$ cat src/hdl/part_pkg.sv
package part_pkg;
  // Channel counts and widths
  localparam int NUM_PWM = 4;
  localparam int NUM_CAP = 2;
  localparam int CNT_W = 8;
  localparam int PSC_W = 7;
  localparam int ADR_W = 8;

  // Register indices; byte address is four times the index
  localparam logic [5:0] IDX_DUTY3 = 6'h31;
  localparam logic [5:0] IDX_DUTY2 = 6'h32;
  localparam logic [5:0] IDX_DUTY1 = 6'h33;
  localparam logic [5:0] IDX_DUTY0 = 6'h34;
  localparam logic [5:0] IDX_PWMC = 6'h35;
  localparam logic [5:0] IDX_CSR = 6'h36;
  localparam logic [5:0] IDX_CAR = 6'h37;
  localparam logic [5:0] IDX_ARR = 6'h38;
  localparam logic [5:0] IDX_ICCSR = 6'h39;
  localparam logic [5:0] IDX_ICR1 = 6'h3A;
  localparam logic [5:0] IDX_ICR2 = 6'h3B;

  // timer_control_status fields
  localparam int CSR_EXT_CLK_SELECT = 7;
  localparam int CSR_CC_LO = 4;
  localparam int CSR_TCE = 3;
  localparam int CSR_FORCE_RELOAD = 2;
  localparam int CSR_OIE = 1;
  localparam int CSR_OVF = 0;

  // pwm_control fields
  localparam int PWMC_OE_LO = 4;
  localparam int PWMC_OP_LO = 0;

  // capture_ctrl_status fields
  localparam int ICC_CS_LO = 4;
  localparam int ICC_CIE_LO = 2;
  localparam int ICC_CF_LO = 0;

  // Reset values and counter limits
  localparam logic [7:0] REG_RESET = 8'h00;
  localparam logic [7:0] CNT_TOP = 8'hFF;
  localparam logic [6:0] PSC_CLEAR = 7'h00;
endpackage

$ cat src/hdl/part_timer.sv
// Operation
// - Counter increments on each prescaler output tick.
// - Overflow reloads auto-reload value, prescaler untouched.
// - Counter readable and writable while it runs.
// - Prescaler divides by two to prescale_select.
// - ext_clk_select picks CPU or external clock.
// - count_enable low freezes prescaler and counter.
// - Reset clears counter, prescaler, selects CPU clock.
// - Force reload with enable loads auto-reload value.
// - Counter initialisation also clears the prescaler.
// - Compare shadows reload from duty at overflow.
// - Output enable drives each PWM pin independently.
// - Shared period is 256 minus auto-reload value.
// - Overflow sets polarity level, compare restores opposite.
// - PWM generation halts in halt mode.
// - Overflow sets flag, requests irq if enabled.
// - Reading control/status clears the overflow flag.
// - External events count 256 minus reload value.
// - Capture edge latches counter, sets flag, irq.
// - Edge select zero falling, one rising.
// - Capture blocked until read; irq stays pending.
// - Reading capture value clears its flag.
// - Capture input synchronised; latches next count.
// - Halt blocks capture; enabled edge still wakes.
// - Capture inputs double as external interrupts.
// - Force reload bit always reads zero.
//
// Implementation choices: the placing of the registers and the Wishbone register port.
`timescale 1ns/1ps
`default_nettype none
module part_timer (
  // Clock and reset
  input wire logic clk_i,
  input wire logic rst_i,
  // Wishbone slave
  input wire logic wb_cyc_i,
  input wire logic wb_stb_i,
  input wire logic wb_we_i,
  input wire logic [part_pkg::ADR_W-1:0] wb_adr_i,
  input wire logic [3:0] wb_sel_i,
  input wire logic [31:0] wb_dat_i,
  output logic [31:0] wb_dat_o,
  output logic wb_ack_o,
  // System and pins
  input wire logic halt_i,
  input wire logic external_clock_input_i,
  input wire logic [part_pkg::NUM_CAP-1:0] capture_input_pin_i,
  output logic [part_pkg::NUM_PWM-1:0] pwm_out_pin_o,
  output logic [part_pkg::NUM_PWM-1:0] pwm_out_pin_oe_o,
  // Requests
  output logic ovf_irq_o,
  output logic [part_pkg::NUM_CAP-1:0] cap_irq_o,
  output logic wake_o
);
  import part_pkg::*;

  typedef struct packed {
    logic [CNT_W-1:0] cnt;
    logic [PSC_W-1:0] psc;
    logic [CNT_W-1:0] arr;
    logic [NUM_PWM-1:0][CNT_W-1:0] duty;
    logic [NUM_PWM-1:0][CNT_W-1:0] ocr;
    logic [7:0] pwmc;
    logic ext_clk_select;
    logic [2:0] cc;
    logic count_enable;
    logic overflow_irq_enable;
    logic ovf;
    logic [NUM_CAP-1:0] cs;
    logic [NUM_CAP-1:0] cie;
    logic [2:0] ext_sync;
    logic ext_lvl;
    logic [NUM_PWM-1:0] pwm;
    logic [NUM_PWM-1:0] oe;
    logic ovf_irq;
    logic [NUM_CAP-1:0] cap_irq;
    logic wake;
    logic ack;
    logic [31:0] dat;
  } part_state_t;

  part_state_t st_ff;
  part_state_t nxt_st;

  logic req;
  logic wr;
  logic rd;
  logic [5:0] idx;
  logic ext_rise;
  logic in_tick;
  logic run;
  logic [PSC_W-1:0] mask;
  logic cnt_tick;
  logic ovf_evt;
  logic [7:0] rdata;
  logic [NUM_CAP-1:0] cap_flag;
  logic [NUM_CAP-1:0][CNT_W-1:0] cap_val;
  logic [NUM_CAP-1:0] cap_edge;
  logic [NUM_CAP-1:0] cap_rd;

  always_comb begin
    nxt_st = st_ff;
    req = wb_cyc_i && wb_stb_i && !st_ff.ack;
    wr = req && wb_we_i && wb_sel_i[0];
    rd = req && !wb_we_i;
    idx = wb_adr_i[7:2];
    rdata = 8'h00;
    ext_rise = 1'b0;
    nxt_st.ack = req;

    // External clock pin: three stages, stages 1 and 2 must agree
    nxt_st.ext_sync = {st_ff.ext_sync[1:0], external_clock_input_i};
    if (st_ff.ext_sync[1] == st_ff.ext_sync[2] &&
        st_ff.ext_sync[2] != st_ff.ext_lvl) begin
      nxt_st.ext_lvl = st_ff.ext_sync[2];
      ext_rise = st_ff.ext_sync[2];
    end

    // Prescaler and counter
    in_tick = st_ff.ext_clk_select ? ext_rise : 1'b1;
    run = st_ff.count_enable && !halt_i && in_tick;
    mask = PSC_W'((8'h01 << st_ff.cc) - 8'h01);
    cnt_tick = run && ((st_ff.psc & mask) == mask);
    ovf_evt = cnt_tick && (st_ff.cnt == CNT_TOP);
    if (run) begin
      nxt_st.psc = st_ff.psc + 7'h01;
    end
    if (cnt_tick) begin
      if (ovf_evt) begin
        nxt_st.cnt = st_ff.arr;
      end else begin
        nxt_st.cnt = st_ff.cnt + 8'h01;
      end
    end
    if (ovf_evt) begin
      nxt_st.ocr = st_ff.duty;
    end

    // Overflow flag: read clears, a new overflow wins
    if (rd && idx == IDX_CSR) begin
      nxt_st.ovf = 1'b0;
    end
    if (ovf_evt) begin
      nxt_st.ovf = 1'b1;
    end

    // Register writes
    if (wr) begin
      case (idx)
        IDX_DUTY0: nxt_st.duty[0] = wb_dat_i[7:0];
        IDX_DUTY1: nxt_st.duty[1] = wb_dat_i[7:0];
        IDX_DUTY2: nxt_st.duty[2] = wb_dat_i[7:0];
        IDX_DUTY3: nxt_st.duty[3] = wb_dat_i[7:0];
        IDX_PWMC: nxt_st.pwmc = wb_dat_i[7:0];
        IDX_CSR: begin
          nxt_st.ext_clk_select = wb_dat_i[CSR_EXT_CLK_SELECT];
          nxt_st.cc = wb_dat_i[CSR_CC_LO +: 3];
          nxt_st.count_enable = wb_dat_i[CSR_TCE];
          nxt_st.overflow_irq_enable = wb_dat_i[CSR_OIE];
          if (wb_dat_i[CSR_FORCE_RELOAD]) begin
            nxt_st.cnt = st_ff.arr;
            nxt_st.psc = PSC_CLEAR;
          end
        end
        IDX_CAR: begin
          nxt_st.cnt = wb_dat_i[7:0];
          nxt_st.psc = PSC_CLEAR;
        end
        IDX_ARR: nxt_st.arr = wb_dat_i[7:0];
        IDX_ICCSR: begin
          nxt_st.cs = wb_dat_i[ICC_CS_LO +: NUM_CAP];
          nxt_st.cie = wb_dat_i[ICC_CIE_LO +: NUM_CAP];
        end
        default: ;
      endcase
    end

    // Register reads; unmapped addresses read zero
    case (idx)
      IDX_DUTY0: rdata = st_ff.duty[0];
      IDX_DUTY1: rdata = st_ff.duty[1];
      IDX_DUTY2: rdata = st_ff.duty[2];
      IDX_DUTY3: rdata = st_ff.duty[3];
      IDX_PWMC: rdata = st_ff.pwmc;
      IDX_CSR: rdata = {st_ff.ext_clk_select, st_ff.cc, st_ff.count_enable, 1'b0,
                        st_ff.overflow_irq_enable, st_ff.ovf};
      IDX_CAR: rdata = st_ff.cnt;
      IDX_ARR: rdata = st_ff.arr;
      IDX_ICCSR: rdata = {2'b00, st_ff.cs, st_ff.cie, cap_flag};
      IDX_ICR1: rdata = cap_val[0];
      IDX_ICR2: rdata = cap_val[1];
      default: rdata = 8'h00;
    endcase
    nxt_st.dat = rd ? {24'h000000, rdata} : 32'h00000000;

    // PWM pins; polarity change takes effect on the next edge
    for (int i = 0; i < NUM_PWM; i++) begin
      nxt_st.oe[i] = st_ff.pwmc[PWMC_OE_LO + i];
      // A disabled channel goes low even in halt; enabled ones hold there
      if (!st_ff.pwmc[PWMC_OE_LO + i]) begin
        nxt_st.pwm[i] = 1'b0;
      end else if (!halt_i) begin
        nxt_st.pwm[i] = (st_ff.cnt <= st_ff.ocr[i]) ^
                        st_ff.pwmc[PWMC_OP_LO + i];
      end
    end

    // Requests
    nxt_st.ovf_irq = nxt_st.ovf && st_ff.overflow_irq_enable;
    nxt_st.cap_irq = cap_flag & st_ff.cie;
    nxt_st.wake = halt_i && |(cap_edge & st_ff.cie);
  end

  always_ff @(posedge clk_i) begin
    if (rst_i) begin
      st_ff <= '0;
    end else begin
      st_ff <= nxt_st;
    end
  end

  assign cap_rd[0] = rd && idx == IDX_ICR1;
  assign cap_rd[1] = rd && idx == IDX_ICR2;

  // One capture channel per input pin
  for (genvar c = 0; c < NUM_CAP; c++) begin : g_cap
    part_capture u_cap (
      .clk_i(clk_i),
      .rst_i(rst_i),
      .pin_i(capture_input_pin_i[c]),
      .edge_sel_i(st_ff.cs[c]),
      .halt_i(halt_i),
      .cnt_val_i(nxt_st.cnt),
      .rd_clr_i(cap_rd[c]),
      .flag_o(cap_flag[c]),
      .value_o(cap_val[c]),
      .edge_o(cap_edge[c])
    );
  end

  assign wb_dat_o = st_ff.dat;
  assign wb_ack_o = st_ff.ack;
  assign pwm_out_pin_o = st_ff.pwm;
  assign pwm_out_pin_oe_o = st_ff.oe;
  assign ovf_irq_o = st_ff.ovf_irq;
  assign cap_irq_o = st_ff.cap_irq;
  assign wake_o = st_ff.wake;

  overflow_reload_a: assert property (
    @(posedge clk_i) disable iff (rst_i)
    ovf_evt && !wr |=> st_ff.cnt == $past(st_ff.arr) &&
                       st_ff.psc == $past(st_ff.psc) + 7'h01)
    else $error("overflow did not reload counter");
  overflow_flag_a: assert property (
    @(posedge clk_i) disable iff (rst_i)
    ovf_evt |=> st_ff.ovf ##1 (st_ff.ovf_irq == st_ff.overflow_irq_enable || $past(rd)))
    else $error("overflow flag or request wrong");
  flag_read_clear_a: assert property (
    @(posedge clk_i) disable iff (rst_i)
    rd && idx == IDX_CSR && !ovf_evt |=> !st_ff.ovf)
    else $error("reading status left overflow flag set");
  freeze_count_a: assert property (
    @(posedge clk_i) disable iff (rst_i)
    !st_ff.count_enable && !wr |=> $stable(st_ff.cnt) && $stable(st_ff.psc))
    else $error("counter moved while disabled");
  force_reload_a: assert property (
    @(posedge clk_i) disable iff (rst_i)
    wr && idx == IDX_CSR && wb_dat_i[CSR_FORCE_RELOAD]
    |=> st_ff.cnt == $past(st_ff.arr) && st_ff.psc == PSC_CLEAR)
    else $error("force reload failed");
  shadow_load_a: assert property (
    @(posedge clk_i) disable iff (rst_i)
    !ovf_evt |=> $stable(st_ff.ocr))
    else $error("compare shadow changed without overflow");
  cpu_tick_a: assert property (
    @(posedge clk_i) disable iff (rst_i)
    st_ff.count_enable && !st_ff.ext_clk_select && st_ff.cc == 3'h0 && !halt_i && !wr &&
    st_ff.cnt != CNT_TOP |=> st_ff.cnt == $past(st_ff.cnt) + 8'h01)
    else $error("undivided counter did not step");
  bus_ack_a: assert property (
    @(posedge clk_i) disable iff (rst_i)
    req |=> wb_ack_o ##1 !wb_ack_o)
    else $error("ack not a single cycle after request");
  pwm_disable_a: assert property (
    @(posedge clk_i) disable iff (rst_i)
    !st_ff.pwmc[PWMC_OE_LO] |=> !pwm_out_pin_oe_o[0] && !pwm_out_pin_o[0])
    else $error("disabled PWM channel drives");
endmodule // part_timer
`default_nettype wire

$ cat src/hdl/part_capture.sv
`timescale 1ns/1ps
`default_nettype none
module part_capture (
  // Clock and reset
  input wire logic clk_i,
  input wire logic rst_i,
  // Pin and control
  input wire logic pin_i,
  input wire logic edge_sel_i,
  input wire logic halt_i,
  input wire logic [part_pkg::CNT_W-1:0] cnt_val_i,
  input wire logic rd_clr_i,
  // Status
  output logic flag_o,
  output logic [part_pkg::CNT_W-1:0] value_o,
  output logic edge_o
);
  import part_pkg::*;

  typedef struct packed {
    logic [2:0] sync;
    logic lvl;
    logic flag;
    logic [CNT_W-1:0] value;
    logic edge_hit;
  } part_cap_t;

  part_cap_t st_ff;
  part_cap_t nxt_st;
  logic ev;
  logic take;

  always_comb begin
    nxt_st = st_ff;
    ev = 1'b0;
    // Stage 0 feeds only stage 1; stages 1 and 2 must agree
    nxt_st.sync = {st_ff.sync[1:0], pin_i};
    if (st_ff.sync[1] == st_ff.sync[2] && st_ff.sync[2] != st_ff.lvl) begin
      nxt_st.lvl = st_ff.sync[2];
      ev = (st_ff.sync[2] == edge_sel_i);
    end
    nxt_st.edge_hit = ev;
    // A capture in the same cycle as the clearing read is kept
    take = ev && !halt_i && (!st_ff.flag || rd_clr_i);
    if (rd_clr_i) begin
      nxt_st.flag = 1'b0;
    end
    if (take) begin
      nxt_st.value = cnt_val_i;
      nxt_st.flag = 1'b1;
    end
  end

  always_ff @(posedge clk_i) begin
    if (rst_i) begin
      st_ff <= '0;
    end else begin
      st_ff <= nxt_st;
    end
  end

  assign flag_o = st_ff.flag;
  assign value_o = st_ff.value;
  assign edge_o = st_ff.edge_hit;

  capture_hold_a: assert property (
    @(posedge clk_i) disable iff (rst_i)
    st_ff.flag && !rd_clr_i |=> $stable(st_ff.value) && st_ff.flag)
    else $error("capture value changed while flag pending");
  capture_set_a: assert property (
    @(posedge clk_i) disable iff (rst_i)
    ev && !halt_i && !st_ff.flag |=> st_ff.flag && st_ff.value == $past(cnt_val_i))
    else $error("selected edge did not capture counter");
  halt_block_a: assert property (
    @(posedge clk_i) disable iff (rst_i)
    halt_i |=> $stable(st_ff.value))
    else $error("capture value updated during halt");
endmodule // part_capture
`default_nettype wire

$ cat config.mk
export PLATFORM = sky130hd
export DESIGN_NAME = part_timer
export DESIGN_NICKNAME = d
export VERILOG_FILES = /design/src/hdl/part_pkg.sv /design/src/hdl/part_timer.sv /design/src/hdl/part_capture.sv
export SDC_FILE = /design/constraint.sdc
export NUM_CORES = 1
export LEC_CHECK = 0
export BUFFER_PORTS_ARGS = -buffer_cell sky130_fd_sc_hd__buf_2
export CAP_MARGIN = 5
export CORE_UTILIZATION = 63
export CTS_CLUSTER_SIZE = 14
export DETAILED_ROUTE_END_ITERATION = 8
export PLACE_DENSITY_LB_ADDON = 0.2
export SLEW_MARGIN = 20
export SYNTH_ARGS = -nofsm -noshare
export SYNTH_HDL_FRONTEND = slang
export SYNTH_SLANG_ARGS = --single-unit
$ cat constraint.sdc
create_clock -name clk_i -period 4.6 [get_ports clk_i]
set_clock_uncertainty 0.15 [all_clocks]
set_input_delay 0.23 -clock clk_i [delete_from_list [all_inputs] [get_ports clk_i]]
set_output_delay 0.23 -clock clk_i [all_outputs]
set_load 0.005 [all_outputs]
==> key figures <==
Status
  – Status: finished, final reports clean

Global route
  – Initial antenna violation count: 0
  – Largest net degree at the start of global routing: 55
  – First-pass GRT wire length: 35.4 mm
  – GRT Total Usage: between 30% and 40%
  – Number of global-route vias before repair: about 6700
  – Overflow after GRT: 0

Logic synthesis
  – Flop and latch count out of synthesis: 159
  – Mux cell area share after synthesis: ~5.5%
  – Post-synthesis adder-cell area fraction: 5.34%
  – Compound-Gate Fraction of Synth Area: between 20% and 30%
  – Top_reg_cell synth: dfxtp_1
  – Synth warnings: 0
  – Netlist cell types: roughly 70
  – Post-synthesis sequential area ratio: 38.8%
  – Fraction of registers with async set/reset: 0%
  – Synth Area in Simple Gates: around 20%
  – Synth Cell Area: 8200 um^2
  – Xor/xnor share of the synthesized area: less than 1%
  – Cells after Synth: around 1000
  – EDFF count, synth: 0
  – Main combinational cell family by area after synthesis: simple AND/OR/NAND/NOR gates
  – Mean post-synth cell area: ~8 um^2

Setup path
  – Crit path DAT: ~3600 ps
  – Critical R2R Capture: st_ff[98]
  – WS Path Type: flip-flop to flip-flop
  – Reg2Reg Setup Slack: ~1200 ps
  – Crit-path slowest cell: nor4_4
  – CP bufs+invs: 2
  – Required @ worst endpoint: ~4800 ps
  – Crit path launch type: flip-flop
  – Reg2reg start: st_ff[58]
  – Crit path cell chain: nor3_2 > inv_1 > ha_1 > nor2b_1 > mux2i_1 > o21ai_1 > nor4_4 > buf_4 > nand2_1 > a21oi_1
  – Crit end category: flip-flop
  – Largest delay share family, worst path: simple AND/OR/NAND/NOR gates
  – R2r worst-path depth: 10
  – Peak per-stage delay on the critical path: between 800 and 900 ps
  – CP max FO: 21

CTS
  – H-tree depth: 4
  – Clock Latency Late Sink: between 400 and 500 ps
  – Clk slew on worst S/H paths: 60 ps
  – CTS root buffer: clkbuf_16
  – Clk buf depth: 2
  – CTS Buf Count: 17
  – Clock sink total: roughly 160
  – CTS tree: built

Power
  – Worst vdd ir: 0.301 mV
  – Leakage power total: ~3.3 nW
  – Total Power: 2.99 mW
  – P per Cell Area: roughly 340 nW/um^2

Timing
  – Setup tns final: 0 ps
  – Tcrit/Tclk final: between 70% and 80%
  – Final slew viol count: 0
  – Fin crit period: about 3400 ps
  – Slew headroom: between 20% and 30%
  – Setup Viol. Count Final: 0
  – Final hold vios: 0
  – RSZ-0062 raised after global routing: no
  – Fmax: between 200 and 300 MHz
  – Worst hold margin: slightly above 30 ps
  – Worst Tran Pin Value: around 1100 ps

Place
  – Gpl congestion: 0.905
  – Post-DP Area: 8250 um^2
  – Dpl hpwl: approximately 15 mm
  – Port Buf Inserts: 44

Layout
  – Layout area overhead: 8.56%
  – Nets@finish: about 1100
  – Fillers: about 1000
  – Multi-input logic area: 4390 um^2
  – Fin area: between 8000 and 9000 um^2
  – ANT cells: 0
  – Final core utilization: between 70% and 80%
  – Sequential Area: around 3200 um^2
  – Commonest non-fill, non-tap cells in the layout: 185 x nand2_1, 159 x dfxtp_1, 111 x a21oi_1, 55 x o21ai_0, 53 x nor2_1
  – Share of cells above drive strength 1: between 10% and 20%
  – Commonest non-fill, non-tap cell in the layout: nand2_1

Drt
  – DR vias: about 7500
  – Iter 0 DRT Violations: approximately 1100
  – Remaining DRCs: 0
  – WL final: between 20 and 25 mm
  – DRT Pass-1 Iters: 6
  – Post-route ant nets: 0
  – Via density: between 6 and 7
  – WL per Instance: 19.2 um

Min path
  – Hold EP: st_ff[132]
  – Min-Delay Path Class: input pin to flip-flop
  – Hold path depth: 3
  – Hold path startpoint: wb_dat_i[0]

Floorplan
  – Core Rows: between 40 and 50
  – DIE AREA: 13500 um^2
  – Top Ports: slightly below 100
  – Die Y-Extent: 116 um
  – Initial Util: approximately 65%
  – DIE WIDTH: approximately 120 um
  – Core area: 12700 um^2

Job
  – Max cap viols: 0
## flip-flops by register name (all words and copies together) (netlist names)
signal and count:
ovf_irq_o 1, cap_irq_o 2, st_ff 104, wake_o 1
pwm_out_pin_oe_o 4, wb_ack_o 1, g_cap.u_cap.nxt_st 4, g_cap.u_cap.edge_o 2
pwm_out_pin_o 4, nxt_st 6, wb_dat_o 8, g_cap.u_cap.value_o 16
g_cap.u_cap.st_ff 4, g_cap.u_cap.flag_o 2
## area by class of cell
type / count / share of cell area (%)
repair buffers: 59 / 3.88
clock buffers: 21 / 5.17
clock inverters: 9 / 1.77
inverters: 41 / 1.73
multi-input cells: 736 / 49.3
flip-flops and latches: 159 / 35.7
well taps: 172 / 2.42
## where the power goes
part	switching, mW	internal (mW)	leakage, nW	total (mW)
Clock	0.562	0.933	0.296	1.49
Sequential	0.00278	1.38	1.28	1.38
Combinational	0.0877	0.0280	1.68	0.116
## tightest hold or removal path, stage by stage
cell and delay (ps):
buf_2 190, nand2_1 90, a21oi_1 60
## worst max-delay path by stage
| stage | from | endpoint | slack [ps] | cells after the start |
|---|---|---|---|---|
| after global routing | st_ff[58] | st_ff[79] | 1010 | 10 |
| final | st_ff[58] | st_ff[98] | 1180 | 10 |
| after CTS | st_ff[58] | st_ff[98] | 1270 | 10 |
| after global placement | st_ff[58] | st_ff[91] | 1410 | 10 |
| after detailed placement | st_ff[58] | st_ff[98] | 1310 | 10 |
| after floorplan | st_ff[58] | g_cap[0].u_cap.value_o[6] | 2200 | 11 |
## logic make-up (layout without fill, tap and decap cells)
family	Yosys count	in the layout
AO/OA/AOI/OAI	273	273
multiplexers	35	35
XOR/XNOR	7	7
flip-flops	159	159
buffers and inverters	140	130
adder cells (fa/ha/maj)	35	35
other	1	24
AND/OR/NAND/NOR	362	362
## Yosys cell counts, drive strengths merged, types with 2 or more instances
| master | number | area share [%] |
|---|---|---|
| a2111oi | 2 | 0.29 |
| a211o | 6 | 0.64 |
| a211oi | 4 | 0.49 |
| a21o | 12 | 1.1 |
| a21oi | 111 | 6.8 |
| a221oi | 4 | 0.43 |
| a22o | 3 | 0.32 |
| a22oi | 10 | 0.92 |
| a31oi | 21 | 1.6 |
| a32o | 2 | 0.24 |
| and2 | 8 | 0.61 |
| and3 | 18 | 1.4 |
| and4 | 4 | 0.43 |
| buf | 53 | 4.8 |
| clkbuf | 46 | 2.1 |
| dfxtp | 159 | 39 |
| ha | 35 | 5.3 |
| inv | 41 | 1.9 |
| mux2 | 10 | 1.4 |
| mux2i | 18 | 2.2 |
| mux4 | 7 | 1.9 |
| nand2 | 185 | 8.5 |
| nand2b | 5 | 0.38 |
| nand3 | 33 | 2.0 |
| nand3b | 4 | 0.37 |
| nand4 | 8 | 0.61 |
| nand4b | 2 | 0.21 |
| nor2 | 54 | 2.5 |
| nor2b | 22 | 1.7 |
| nor3 | 6 | 0.49 |
| nor3b | 4 | 0.43 |
| nor4 | 5 | 0.56 |
| nor4b | 2 | 0.21 |
| o211ai | 8 | 0.73 |
| o21a | 7 | 0.64 |
| o21ai | 56 | 3.4 |
| o221ai | 2 | 0.21 |
| o22ai | 6 | 0.46 |
| o31ai | 5 | 0.46 |
| o41ai | 3 | 0.32 |
| xnor2 | 3 | 0.32 |
| xor2 | 4 | 0.43 |
## what timing repair did
item / 4_1_cts / 5_1_grt
buffers inserted: 0 / 0
hold buffers: 4 / 0
hold endpoints to repair: 7 / 0
resized for setup: 0 / 0
## layer usage
layer / routed length [um] / part of all wire [%] / vias up / global-route usage (%)
met5: 0 / 0 / - / 0
met4: 896 / 3.9 / 0 / 14.6
met3: 2480 / 11 / 72 / 8.82
met2: 9920 / 43 / 430 / 54.0
met1: 9660 / 42 / 3495 / 47.4
li1: - / - / 3481 / -
## stage by stage
step	std cells	worst slack, ps
finish	1197	1180
global route	1197	1010
CTS	1197	1270
detailed placement	1163	1310
global placement	1163	1410
floorplan	1035	2200
(Power assumes the default switching activity.)
